===== config.mk =====
export PLATFORM = sky130hd
export DESIGN_NAME = i2c_bus_status_flags
export DESIGN_NICKNAME = d
export VERILOG_FILES = /design/src/pkg/i2c_flags_pkg.sv /design/src/pkg/bus_line_if.sv /design/src/core/bus_line_monitor.sv /design/src/core/i2c_bus_status_flags.sv
export SDC_FILE = /design/constraint.sdc
export NUM_CORES = 1
export LEC_CHECK = 0
export ABC_CLOCK_PERIOD_IN_PS = 3510
export BUFFER_PORTS_ARGS = -buffer_cell sky130_fd_sc_hd__clkbuf_2
export CORE_MARGIN = 2
export CORE_UTILIZATION = 40
export CTS_CLUSTER_SIZE = 8
export DETAILED_ROUTE_END_ITERATION = 8
export SYNTH_ARGS = -nofsm -noshare
export SYNTH_HDL_FRONTEND = slang
export SYNTH_SLANG_ARGS = --single-unit

===== constraint.sdc =====
create_clock -name i_clk -period 3.51 [get_ports i_clk]
set_input_delay 0.702 -clock i_clk [delete_from_list [all_inputs] [get_ports i_clk]]
set_output_delay 0.702 -clock i_clk [all_outputs]
set_load 0.02 [all_outputs]

===== src/pkg/i2c_flags_pkg.sv =====
package i2c_flags_pkg;

	// Register indexes; the byte address is four times the index.
	localparam logic [2:0] IDX_STATUS = 3'h0;
	localparam logic [2:0] IDX_CTRL = 3'h1;
	localparam logic [2:0] IDX_DATA = 3'h2;
	localparam logic [2:0] IDX_EVST = 3'h3;
	localparam logic [2:0] IDX_EVMASK = 3'h4;
	localparam int WB_AW = 5;
	localparam int IDX_LO = 2;

	// Bit positions in the status byte.
	localparam int B_ACK = 0;
	localparam int B_GC = 1;
	localparam int B_AAS = 2;
	localparam int B_AL = 3;
	localparam int B_RSV = 4;
	localparam int B_SCP = 5;
	localparam int B_INTERRUPT_REQUEST_FLAG = 6;
	localparam int B_BUS_OCCUPIED_FLAG = 7;

	// Bit positions in the control register.
	localparam int C_MASTER = 0;
	localparam int C_TRS = 1;
	localparam int C_FS = 2;
	localparam int C_IE = 3;
	localparam int C_ADDR_LO = 8;
	localparam int C_ADDR_HI = 14;
	localparam logic [15:0] CTRL_RESET = 16'h0000;

	// Event bits of the interrupt status and mask registers.
	localparam int EV_BYTE = 0;
	localparam int EV_ARB = 1;
	localparam int EV_MATCH = 2;
	localparam int EV_STOP = 3;
	localparam logic [3:0] EV_RESET = 4'h0;

	// Bit counter landmarks within one byte on the wire.
	localparam logic [3:0] LAST_BIT = 4'h7;
	localparam logic [3:0] ACK_IDX = 4'h8;
	localparam logic [3:0] DONE_CNT = 4'h9;
	localparam logic [7:0] GEN_CALL = 8'h00;

	// Hold time of a generated start or stop condition.
	localparam int CLK_PERIOD_NS = 40;
	localparam int T_COND_NS = 4700;
	localparam logic [6:0] COND_LAST =
		7'((T_COND_NS + CLK_PERIOD_NS - 1) / CLK_PERIOD_NS - 1);

	typedef enum logic [2:0] {
		SQ_IDLE, SQ_START1, SQ_START2, SQ_STOP1, SQ_STOP2
	} seq_e;

endpackage : i2c_flags_pkg


===== src/pkg/bus_line_if.sv =====
`timescale 1ns/1ps
interface bus_line_if;
	logic sda;
	logic scl;
	logic start;
	logic stop;
	logic rise;
	logic fall;
	modport mon(output sda, scl, start, stop, rise, fall);
	modport core(input sda, scl, start, stop, rise, fall);
endinterface : bus_line_if


===== src/core/bus_line_monitor.sv =====
`timescale 1ns/1ps
module bus_line_monitor
(
	// Clock, reset and enable.
	input wire logic i_clk,
	input wire logic i_sys_rst,
	input wire logic i_clk_en,
	// Raw bus line levels.
	input wire logic i_sda,
	input wire logic i_scl,
	// Conditioned levels and events.
	bus_line_if.mon bl
);
	typedef struct packed {
		logic sda_m;
		logic sda_s;
		logic sda_p;
		logic scl_m;
		logic scl_s;
		logic scl_p;
		logic start;
		logic stop;
		logic rise;
		logic fall;
	} mon_s;

	mon_s s;
	mon_s n;

	// Events look only at the second stage and its delayed copy, so a
	// metastable first stage never reaches a comparator.
	always_comb
	begin
		n = s;
		n.sda_m = i_sda;
		n.sda_s = s.sda_m;
		n.sda_p = s.sda_s;
		n.scl_m = i_scl;
		n.scl_s = s.scl_m;
		n.scl_p = s.scl_s;
		n.start = s.scl_s && s.scl_p && s.sda_p && !s.sda_s;
		n.stop = s.scl_s && s.scl_p && !s.sda_p && s.sda_s;
		n.rise = s.scl_s && !s.scl_p;
		n.fall = !s.scl_s && s.scl_p;
	end

	// Lines idle high, so the pipeline resets to the released level.
	always_ff @(posedge i_clk)
	begin
		if (i_sys_rst)
			s <= '{sda_m: 1'b1, sda_s: 1'b1, sda_p: 1'b1, scl_m: 1'b1,
				scl_s: 1'b1, scl_p: 1'b1, default: 1'b0};
		else if (i_clk_en)
			s <= n;
	end

	// Levels are delayed to line up with the registered events.
	assign bl.sda = s.sda_p;
	assign bl.scl = s.scl_p;
	assign bl.start = s.start;
	assign bl.stop = s.stop;
	assign bl.rise = s.rise;
	assign bl.fall = s.fall;

endmodule : bus_line_monitor


===== src/core/i2c_bus_status_flags.sv =====
`timescale 1ns/1ps
// What this block does
// - Receive mode drives stored acknowledge flag value.
// - Transmit mode captures receiver answer into flag.
// - General call in slave receive sets flag.
// - Own or general address sets match flag.
// - Match flag clears by read one, write zero.
// - Data write when transmitting or read when receiving clears GC, AAS, AL.
// - Master transmit mismatch at clock rise loses arbitration.
// - Arbitration flag clears by read one, write zero.
// - Prohibit bit zero with busy issues start/stop.
// - Prohibit bit reads one; writing one ignored.
// - Master sets interrupt flag: byte end, lost.
// - Slave with FS clear sets flag on match, then bytes.
// - Interrupt flag clears by read one, write zero.
// - Busy bit follows detected start and stop.
module i2c_bus_status_flags
	import i2c_flags_pkg::*;
(
	// Clock, reset and enable.
	input wire logic i_clk,
	input wire logic i_sys_rst,
	input wire logic i_clk_en,
	// Wishbone classic slave.
	input wire logic i_wb_cyc,
	input wire logic i_wb_stb,
	input wire logic i_wb_we,
	input wire logic [3:0] i_wb_sel,
	input wire logic [WB_AW-1:0] i_wb_adr,
	input wire logic [31:0] i_wb_dat,
	output logic [31:0] o_wb_dat,
	output logic o_wb_ack,
	// Open-drain bus lines.
	input wire logic i_sda,
	input wire logic i_scl,
	output logic o_sda_o,
	output logic o_sda_oe,
	output logic o_scl_o,
	output logic o_scl_oe,
	// Interrupt request.
	output logic o_irq
);
	typedef struct packed {
		logic ack;
		logic [15:0] rdat;
		logic ackf;
		logic gcf;
		logic aasf;
		logic alf;
		logic interrupt_request_flag;
		logic bus_occupied_flag;
		logic [7:0] arm;
		logic [15:0] ctrl;
		logic [7:0] data;
		logic [3:0] cnt;
		logic first;
		logic in_ack;
		logic addressed;
		logic lost;
		logic [3:0] evst;
		logic [3:0] evmask;
		seq_e seq;
		logic [6:0] tcnt;
		logic sda_drv;
		logic scl_drv;
	} st_s;

	st_s s;
	st_s n;
	logic req;
	logic take;
	logic wr;
	logic rd;
	logic [2:0] idx;

	bus_line_if bl();

	bus_line_monitor u_mon (
		.i_clk(i_clk),
		.i_sys_rst(i_sys_rst),
		.i_clk_en(i_clk_en),
		.i_sda(i_sda),
		.i_scl(i_scl),
		.bl(bl)
	);

	function automatic logic [2:0] reg_idx(input logic [WB_AW-1:0] a);
		reg_idx = a[WB_AW-1:IDX_LO];
	endfunction : reg_idx

	// The start/stop prohibit and the spare bit always read as one.
	function automatic logic [7:0] status_byte(input st_s v);
		status_byte = 8'h00;
		status_byte[B_ACK] = v.ackf;
		status_byte[B_GC] = v.gcf;
		status_byte[B_AAS] = v.aasf;
		status_byte[B_AL] = v.alf;
		status_byte[B_RSV] = 1'b1;
		status_byte[B_SCP] = 1'b1;
		status_byte[B_INTERRUPT_REQUEST_FLAG] = v.interrupt_request_flag;
		status_byte[B_BUS_OCCUPIED_FLAG] = v.bus_occupied_flag;
	endfunction : status_byte

	function automatic logic [15:0] read_mux(input st_s v,
		input logic [2:0] i);
		unique case (i)
			IDX_STATUS: read_mux = {8'h00, status_byte(v)};
			IDX_CTRL: read_mux = v.ctrl;
			IDX_DATA: read_mux = {8'h00, v.data};
			IDX_EVST: read_mux = {12'h000, v.evst};
			IDX_EVMASK: read_mux = {12'h000, v.evmask};
			default: read_mux = 16'h0000;
		endcase
	endfunction : read_mux

	// Data bit being placed on the line; bits go out MSB first.
	function automatic logic tx_bit(input logic [7:0] d,
		input logic [3:0] c);
		tx_bit = d[3'(LAST_BIT - c)];
	endfunction : tx_bit

	function automatic logic seq_sda(input seq_e q);
		seq_sda = (q != SQ_IDLE);
	endfunction : seq_sda

	function automatic logic seq_scl(input seq_e q);
		seq_scl = (q == SQ_START2) || (q == SQ_STOP1);
	endfunction : seq_scl

	// A request is taken at the edge where ack is already high, so the
	// write and any read side effect land on the master's sampling edge.
	assign req = i_wb_cyc && i_wb_stb;
	assign take = req && s.ack;
	assign idx = reg_idx(i_wb_adr);
	assign wr = take && i_wb_we;
	assign rd = take && !i_wb_we;

	// Software effects come first so that hardware sets below win.
	always_comb
	begin
		logic [7:0] byte_in;
		logic [3:0] ev;
		logic master;
		logic trs;
		logic fs;
		byte_in = {s.data[6:0], bl.sda};
		ev = 4'h0;
		master = s.ctrl[C_MASTER];
		trs = s.ctrl[C_TRS];
		fs = s.ctrl[C_FS];
		n = s;
		n.ack = req && !s.ack;
		if (req && !s.ack)
			n.rdat = read_mux(s, reg_idx(i_wb_adr));
		// Reading arms the clear; a later status write with i_wb_sel[0] set disarms it.
		if (rd && idx == IDX_STATUS)
			n.arm = s.rdat[7:0];
		if (wr && idx == IDX_STATUS && i_wb_sel[0])
		begin
			n.arm = 8'h00;
			n.ackf = i_wb_dat[B_ACK];
			if (!i_wb_dat[B_GC] && s.arm[B_GC])
				n.gcf = 1'b0;
			if (!i_wb_dat[B_AAS] && s.arm[B_AAS])
				n.aasf = 1'b0;
			if (!i_wb_dat[B_AL] && s.arm[B_AL])
				n.alf = 1'b0;
			if (!i_wb_dat[B_INTERRUPT_REQUEST_FLAG] && s.arm[B_INTERRUPT_REQUEST_FLAG])
				n.interrupt_request_flag = 1'b0;
			// A one in the prohibit bit leaves the sequencer alone.
			if (!i_wb_dat[B_SCP] && s.seq == SQ_IDLE)
			begin
				n.seq = i_wb_dat[B_BUS_OCCUPIED_FLAG] ? SQ_START1 : SQ_STOP1;
				n.tcnt = 7'h00;
			end
		end
		if (wr && idx == IDX_CTRL)
		begin
			if (i_wb_sel[0])
				n.ctrl[7:0] = i_wb_dat[7:0];
			if (i_wb_sel[1])
				n.ctrl[15:8] = i_wb_dat[15:8];
		end
		if ((wr && idx == IDX_DATA && i_wb_sel[0] && trs) ||
			(rd && idx == IDX_DATA && !trs))
		begin
			n.gcf = 1'b0;
			n.aasf = 1'b0;
			n.alf = 1'b0;
		end
		if (wr && idx == IDX_DATA && i_wb_sel[0])
			n.data = i_wb_dat[7:0];
		if (wr && idx == IDX_EVST && i_wb_sel[0])
			n.evst = s.evst & ~i_wb_dat[3:0];
		if (wr && idx == IDX_EVMASK && i_wb_sel[0])
			n.evmask = i_wb_dat[3:0];

		// Start restarts byte framing and ends any slave session.
		if (bl.start)
		begin
			n.bus_occupied_flag = 1'b1;
			n.cnt = 4'h0;
			n.first = 1'b1;
			n.in_ack = 1'b0;
			n.lost = 1'b0;
			n.addressed = 1'b0;
		end
		if (bl.stop)
		begin
			n.bus_occupied_flag = 1'b0;
			n.cnt = 4'h0;
			n.in_ack = 1'b0;
			n.addressed = 1'b0;
			ev[EV_STOP] = 1'b1;
		end
		if (bl.rise && s.bus_occupied_flag && !bl.start && !bl.stop)
		begin
			if (s.cnt <= LAST_BIT)
			begin
				if (master && trs && !s.lost &&
					tx_bit(s.data, s.cnt) != bl.sda)
				begin
					n.alf = 1'b1;
					n.lost = 1'b1;
					n.interrupt_request_flag = 1'b1;
					ev[EV_ARB] = 1'b1;
				end
				if (!trs)
					n.data = byte_in;
				if (s.first && s.cnt == LAST_BIT && !master && !trs)
				begin
					if (byte_in == GEN_CALL)
						n.gcf = 1'b1;
					if (byte_in == GEN_CALL ||
						s.data[6:0] == s.ctrl[C_ADDR_HI:C_ADDR_LO])
					begin
						n.aasf = 1'b1;
						n.addressed = 1'b1;
						ev[EV_MATCH] = 1'b1;
						if (!fs)
							n.interrupt_request_flag = 1'b1;
					end
				end
			end
			else if (s.cnt == ACK_IDX && trs)
				n.ackf = bl.sda;
			if (s.cnt < DONE_CNT)
				n.cnt = s.cnt + 4'h1;
		end
		if (bl.fall && s.bus_occupied_flag && !bl.start && !bl.stop)
		begin
			if (s.cnt == ACK_IDX)
				n.in_ack = 1'b1;
			else if (s.cnt == DONE_CNT)
			begin
				n.in_ack = 1'b0;
				n.cnt = 4'h0;
				n.first = 1'b0;
				n.lost = 1'b0;
				ev[EV_BYTE] = 1'b1;
				if (master || (s.addressed && !fs))
					n.interrupt_request_flag = 1'b1;
			end
		end
		n.evst = n.evst | ev;

		// Each step of a generated condition holds for the full time.
		if (s.seq != SQ_IDLE)
		begin
			if (s.tcnt == COND_LAST)
			begin
				n.tcnt = 7'h00;
				unique case (s.seq)
					SQ_START1: n.seq = SQ_START2;
					SQ_STOP1: n.seq = SQ_STOP2;
					default: n.seq = SQ_IDLE;
				endcase
			end
			else
				n.tcnt = s.tcnt + 7'h1;
		end

		// Outputs are registered from the next state, so they match it.
		n.sda_drv = seq_sda(n.seq) ||
			(n.in_ack && !n.ctrl[C_TRS] && !n.ackf &&
			(n.ctrl[C_MASTER] || n.addressed)) ||
			(n.ctrl[C_MASTER] && n.ctrl[C_TRS] && !n.lost && n.bus_occupied_flag &&
			!n.in_ack && n.cnt <= LAST_BIT && !tx_bit(n.data, n.cnt));
		n.scl_drv = seq_scl(n.seq);
	end

	// Software can only see a flag change after a clock edge with the enable high.
	always_ff @(posedge i_clk)
	begin
		if (i_sys_rst)
			s <= '{ctrl: CTRL_RESET, evst: EV_RESET, evmask: EV_RESET,
				seq: SQ_IDLE, default: '0};
		else if (i_clk_en)
			s <= n;
	end

	// Bus answers and pins; open drain only ever pulls low.
	assign o_wb_ack = s.ack;
	assign o_wb_dat = {16'h0000, s.rdat};
	assign o_sda_o = 1'b0;
	assign o_sda_oe = s.sda_drv;
	assign o_scl_o = 1'b0;
	assign o_scl_oe = s.scl_drv;
	assign o_irq = (s.interrupt_request_flag && s.ctrl[C_IE]) ||
		(|(s.evst & s.evmask));
endmodule : i2c_bus_status_flags


Word-level counts from Yosys, hierarchy flattened
Index checks and enable logic that the tools add are counted.
{"block": "totals", "reg_bits": 92}
{"block": "classes", "n_addsub": 4, "n_lt_le_gt_ge": 5, "n_eq_ne": 14, "n_mux": 69, "n_bitwise": 4, "reduce_logical": 99}
{"op": "16-bit case mux with 5 select lines", "n": 1}
{"op": "1-bit logical AND", "n": 54}
{"op": "1-bit two-way mux", "n": 33}
{"op": "8-bit two-way mux", "n": 4}
{"op": "10-bit two-way mux", "n": 3}
{"op": "1-bit zero test", "n": 22}
{"op": "7-bit two-way mux", "n": 3}
{"op": "2-bit two-way mux", "n": 10}
{"op": "4-bit two-way mux", "n": 4}
{"op": "3-bit by 2-bit equality test with 1-bit output (second input constant)", "n": 5}
{"op": "5-bit two-way mux", "n": 3}
{"op": "12-bit two-way mux", "n": 1}
{"op": "6-bit two-way mux", "n": 2}
{"op": "3-bit AND reduction", "n": 3}
{"op": "4-bit AND", "n": 2}
{"op": "4-bit equality test (second input constant)", "n": 2}
{"op": "4-bit by 3-bit <= comparator with 1-bit output (second input constant)", "n": 2}
{"op": "8-bit zero test", "n": 1}
{"op": "1-bit logical OR", "n": 8}
{"op": "3-bit by 4-bit < comparator with 1-bit output (second input constant)", "n": 2}
{"op": "7-bit by 1-bit adder with 7-bit output (second input constant)", "n": 1}
{"op": "7-bit equality test", "n": 1}
{"op": "7-bit equality test (second input constant)", "n": 1}
{"op": "1-bit binary-select mux with 3-bit select", "n": 2}
{"op": "other kinds (16)", "n": 25}

Logic depth before layout (Yosys ltp)
{"block": "logic_depth", "depth_word": 19, "mapped_depth": 10}

Cells and area by module
Synthesis repeated with hierarchy kept, for this count alone.
{"block": "unflattened", "hier_cells": 570, "hier_area_um2": 4818.4}
{"module": "i2c_bus_status_flags", "instances": 1, "cells_per_inst": 534, "area_each_um2": 4450.5, "seq_area_each_um2": 1581.5}
{"module": "bus_line_monitor", "instances": 1, "cells_per_inst": 36, "area_each_um2": 367.9, "seq_area_each_um2": 200.2}

Worst setup path after synthesis
Ideal clock, no wire load.
{"block": "synth_path", "path_kind": "input to register", "startpoint": "input i_wb_adr[2]", "endpoint": "register s, in the netlist o_sda_oe", "arrival_time_ns": 2.693, "t_required_ns": 3.393, "path_slack_ns": 0.700, "cell_stages": 8, "n_path_buf": 1, "path_cell_list": "buf_2 > nor2b_1 > nand2b_1 > nor2_1 > mux2_2 > a211o_1 > a311o_1 > a32o_1"}
{"block": "synth_via", "elab_chain_len": 12}
{"element": "start, declared", "line_no": "i2c_bus_status_flags.sv:29", "text": "input wire logic [WB_AW-1:0] i_wb_adr,"}
{"element": "3-bit by 2-bit equality test with 1-bit output or 3-bit zero test (tied branches)", "line_no": "i2c_bus_status_flags.sv:191, i2c_bus_status_flags.sv:158"}
{"element": "1-bit logical AND (on tied branches) (2 in series)", "line_no": "i2c_bus_status_flags.sv:191, i2c_bus_status_flags.sv:158"}
{"element": "8-bit two-way mux or 5-bit two-way mux (tied branches)", "line_no": "i2c_bus_status_flags.sv:191, i2c_bus_status_flags.sv:158"}
{"element": "8-bit two-way mux or 1-bit two-way mux (tied branches)", "line_no": "i2c_bus_status_flags.sv:228, i2c_bus_status_flags.sv:245"}
{"element": "8-bit two-way mux or 1-bit two-way mux (tied branches)", "line_no": "i2c_bus_status_flags.sv:218", "text": "if (s.cnt <= LAST_BIT)"}
{"element": "12-bit two-way mux or 5-bit two-way mux (tied branches)", "line_no": "i2c_bus_status_flags.sv:216", "text": "if (bl.rise && s.bus_occupied_flag && !bl.start && !bl.stop)"}
{"element": "1-bit binary-select mux with 3-bit select or 1-bit zero test (tied branches)", "line_no": "i2c_bus_status_flags.sv:119, i2c_bus_status_flags.sv:285"}
{"element": "1-bit two-way mux (not written as such) or 1-bit logical AND (tied branches)", "line_no": "i2c_bus_status_flags.sv:119, i2c_bus_status_flags.sv:285"}
{"element": "1-bit zero test or 1-bit logical AND (tied branches)", "line_no": "i2c_bus_status_flags.sv:288, i2c_bus_status_flags.sv:285"}
{"element": "1-bit logical AND or 1-bit logical OR (tied branches)", "line_no": "i2c_bus_status_flags.sv:288, i2c_bus_status_flags.sv:284"}
{"element": "1-bit logical OR *", "line_no": "i2c_bus_status_flags.sv:286", "text": "(n.ctrl[C_MASTER] || n.addressed)) ||"}
{"element": "end signal, assigned", "line_no": "i2c_bus_status_flags.sv:296", "text": "s <= '{ctrl: CTRL_RESET, evst: EV_RESET, evmask: EV_RESET,"}
{"element": "end signal, assigned", "line_no": "i2c_bus_status_flags.sv:299", "text": "s <= n;"}
{"element": "end, declared", "line_no": "i2c_bus_status_flags.sv:68", "text": "st_s s;"}
Mark *: on every way between the ends. The rest lies on a longest branch, timed or not. The select of a mux whose other input is x is not followed.
A chain may end at the register's enable or synchronous reset.

Worst setup path in the final report
{"block": "layout_path", "startpoint": "register s[24] (netlist bit)", "endpoint": "register s, in the netlist o_sda_oe"}
{"block": "layout_via", "elab_chain_len": 18}
{"element": "3-bit subtractor", "line_no": "i2c_bus_status_flags.sv:119", "text": "tx_bit = d[3'(LAST_BIT - c)];"}
{"element": "1-bit binary-select mux with 3-bit select", "line_no": "i2c_bus_status_flags.sv:119"}
{"element": "1-bit two-way mux (not written as such)", "line_no": "i2c_bus_status_flags.sv:119"}
{"element": "1-bit inequality test", "line_no": "i2c_bus_status_flags.sv:221", "text": "tx_bit(s.data, s.cnt) != bl.sda)"}
{"element": "1-bit logical AND", "line_no": "i2c_bus_status_flags.sv:220", "text": "if (master && trs && !s.lost &&"}
{"element": "1-bit two-way mux", "line_no": "i2c_bus_status_flags.sv:220"}
{"element": "2-bit two-way mux", "line_no": "i2c_bus_status_flags.sv:218"}
{"element": "2-bit two-way mux", "line_no": "i2c_bus_status_flags.sv:216"}
{"element": "1-bit two-way mux", "line_no": "i2c_bus_status_flags.sv:254", "text": "else if (s.cnt == DONE_CNT)"}
{"element": "1-bit two-way mux", "line_no": "i2c_bus_status_flags.sv:252", "text": "if (s.cnt == ACK_IDX)"}
{"element": "1-bit two-way mux", "line_no": "i2c_bus_status_flags.sv:250", "text": "if (bl.fall && s.bus_occupied_flag && !bl.start && !bl.stop)"}
{"element": "1-bit zero test", "line_no": "i2c_bus_status_flags.sv:287", "text": "(n.ctrl[C_MASTER] && n.ctrl[C_TRS] && !n.lost && n.bus_occupied_flag &&"}
{"element": "1-bit logical AND (3 in series)", "line_no": "i2c_bus_status_flags.sv:287"}
{"element": "1-bit logical AND (2 in series)", "line_no": "i2c_bus_status_flags.sv:288", "text": "!n.in_ack && n.cnt <= LAST_BIT && !tx_bit(n.data, n.cnt));"}
{"element": "1-bit logical OR *", "line_no": "i2c_bus_status_flags.sv:286"}
Marks and branches as above.

==> results_dict.tcl <==
set metrics [dict create \
    n_antenna_cell 0 \
    synth_warnings 0 \
    nets 658 \
    hold_violations 0 \
    syn-mean-instance-area_um2 8.20 \
    stdcell_count 755 \
    drt_iter0_markers 433 \
    drv_cap 0 \
    worst_slew_pin_slew_ps 781 \
    gr-total-overflow 0 \
    gp_congestion 0.867 \
    synth.cell_area_um2 4800 \
    portBuffers 48 \
    clock-sinks 89 \
    nFillCells 1182 \
    synthArstFlopShare_pct 0 \
    ys_ff_latch 89 \
    worstSetupPathType "flip-flop to flip-flop" \
    p_per_area_nw_per_um2 413 \
    cp-start-kind "flip-flop" \
    remaining_drc_errors 0 \
    design.die.area_um2 12900 \
    die_w_um 114 \
    root_buffer "clkbuf_16" \
    cts.path.max_buffers 2 \
    grt_first_pass_wirelength_um 19500 \
    skew_ps 8.07 \
    hold_path_class "flip-flop to flip-flop" \
    core_area_um2 11900 \
    start_util_pct 40.5 \
    fp-row-count 40 \
    cts_tree "built" \
    synth_ff_type "dfxtp_1" \
    synthTopCellsByArea "dfxtp_1, nor2_1, mux2i_1, buf_4, a22oi_1" \
    grt_pass1_vias 3786 \
    yosysTopAreaCell "dfxtp_1" \
    track_usage_pct 19.1 \
    path_clk_slew_ps 60 \
    relSlewSlack_pct 47.9 \
    grt_max_degree 46 \
    via_count 4178 \
    finalSetupViolations 0 \
    wl_per_cell_um 15.9 \
    dp_cells 739 \
    syn_inst 585 \
    max-vdd-ir-drop_v 0.000323 \
    post_cts_buffers 0 \
    regMostFlops "s" \
    dr.pass1.iters 5 \
    cts_resized 0 \
    yosysTopAreaCellShare_pct 37.1 \
    antenna_found_initial 0 \
    syn_to_final_growth_pct 9.49 \
    detail_route.vias_per_cell 5.53 \
    setup_tns_ps 0 \
    numCtsBuffers 9 \
    p_leak_nw 2.08 \
    clk_latency_ps 350 \
    drtAntennaViolNets 0 \
    status "finished, final reports clean" \
    pin_count 87 \
    endpoint_kind "flip-flop" \
    ys_seq_area_share_pct 37.1 \
    htreeDepth 3 \
    yosysUniqueCellTypes 60 \
    largest_reg_flops 60 \
    layout-drive-gt1-share_pct 14.5 \
    required_ps 3750 \
    die_h_um 114 \
    wirelength_um 12000 \
    postCtsHoldBufs 0 \
    max_freq_mhz 357 \
    rsz0062_at_grt "no" \
    synth_edf_count 0 \
    fin_crit_ps 2800 \
    crit_arrival_ps 3040 \
    dp_hpwl_um 8660 \
    worst-path-max-fanout 10 \
    fin_crit_sh_pct 79.7 \
    final_max_slew_viol_count 0 \
]
power breakdown:
| part | switching (mW) | internal (mW) |
|---|---|---|
| Combinational | 0.103 | 0.0434 |
| Sequential | 0.0119 | 1.02 |
| Clock | 0.398 | 0.591 |
| Total | 0.513 | 1.65 |
cells in the final DEF (no fill, tap or decap), types with 12 or more instances in the layout:
cell type and n:
a21oi_1 34, a22oi_1 29, clkbuf_2 48, conb_1 18, dfxtp_1 89, inv_1 14
mux2i_1 32, nand2_1 56, nand3_1 13, nor2_1 91, nor2b_1 12, o21ai_0 14
routing by layer:
| metal | wire length, µm | track usage [%] | vias to the layer above | part of all wire (%) |
|---|---|---|---|---|
| met5 | 0 | 0 | - | 0 |
| met4 | 224 | 6.10 | 0 | 1.9 |
| met3 | 685 | 4.57 | 19 | 5.7 |
| met2 | 5410 | 30.3 | 130 | 45 |
| met1 | 5690 | 25.7 | 1973 | 47 |
| li1 | - | - | 2056 | - |
cells by family after synthesis:
logic type / count (synthesis) / synth area share, %
AO/OA/AOI/OAI: 130 / 18.3
XOR/XNOR: 13 / 2.37
adder cells (fa/ha/maj): 6 / 1.56
buffers and inverters: 82 / 9.67
flip-flops: 89 / 37.1
multiplexers: 40 / 9.02
other: 1 / 0.0782
AND/OR/NAND/NOR: 224 / 21.8
worst max-delay path: stages, from the launching register on:
cell and delay (ps):
dfxtp_1 570, inv_1 120, ha_1 220, nand4b_1 200, o21ai_0 450, a21oi_1 240
a311o_1 320, o2111ai_1 100, nand4_1 170, a32o_1 300
Yosys cell counts, types with 4 or more instances:
library cell and count:
or3_1 4, nor2_1 91, mux2i_1 32, nand2b_1 4
o21ai_0 14, dfxtp_1 89, buf_4 34, clkbuf_1 26
ha_1 6, nor3_1 6, a21oi_1 34, nand4_1 6
a31oi_1 6, o22ai_1 7, a22oi_1 29, nor2b_1 12
mux2_2 6, a211oi_1 8, xnor2_1 7, inv_1 14
a211o_1 7, xor2_1 6, nor4_1 5, nand2_1 56
nand4b_1 4, nor3b_1 4, nand3_1 13, or2_2 4
cell type report:
class                           instances  area (µm²)  share of cell area, %
Sequential cell                        89        1780                   33.9
Timing Repair Buffer                   57         308                   5.86
Inverter                               15        56.3                   1.07
Clock inverter                          4        51.3                  0.976
Multi-Input combinational cell        431        2620                   49.8
Clock buffer                           12         256                   4.88
Tap cell                              147         184                   3.50
final timing paths:
check | start | end | slack, ps | depth (start not counted)
worst min register to register | u_mon.n[5] | u_mon.n[4] | 460 | 1
worst min-delay path | u_mon.n[5] | u_mon.n[4] | 460 | 1
worst max-delay path | s[24] | o_sda_oe | 710 | 9
worst max register to register | s[24] | o_sda_oe | 710 | 9
per-stage QoR:
step | hold WS [ps] | power (mW) | utilization (%) | area (µm²) | worst slack, ps
floorplan | 427 | 1.17 | - | 4860 | 700
global placement | 436 | 1.20 | 41.7 | 4950 | 637
detailed placement | 452 | 1.20 | 41.7 | 4950 | 650
CTS | 461 | 2.19 | 44.3 | 5250 | 710
global route | 477 | 2.26 | 44.3 | 5250 | 507
finish | 460 | 2.17 | 44.3 | 5250 | 711
No activity file was read; power rests on OpenSTA's default activity.
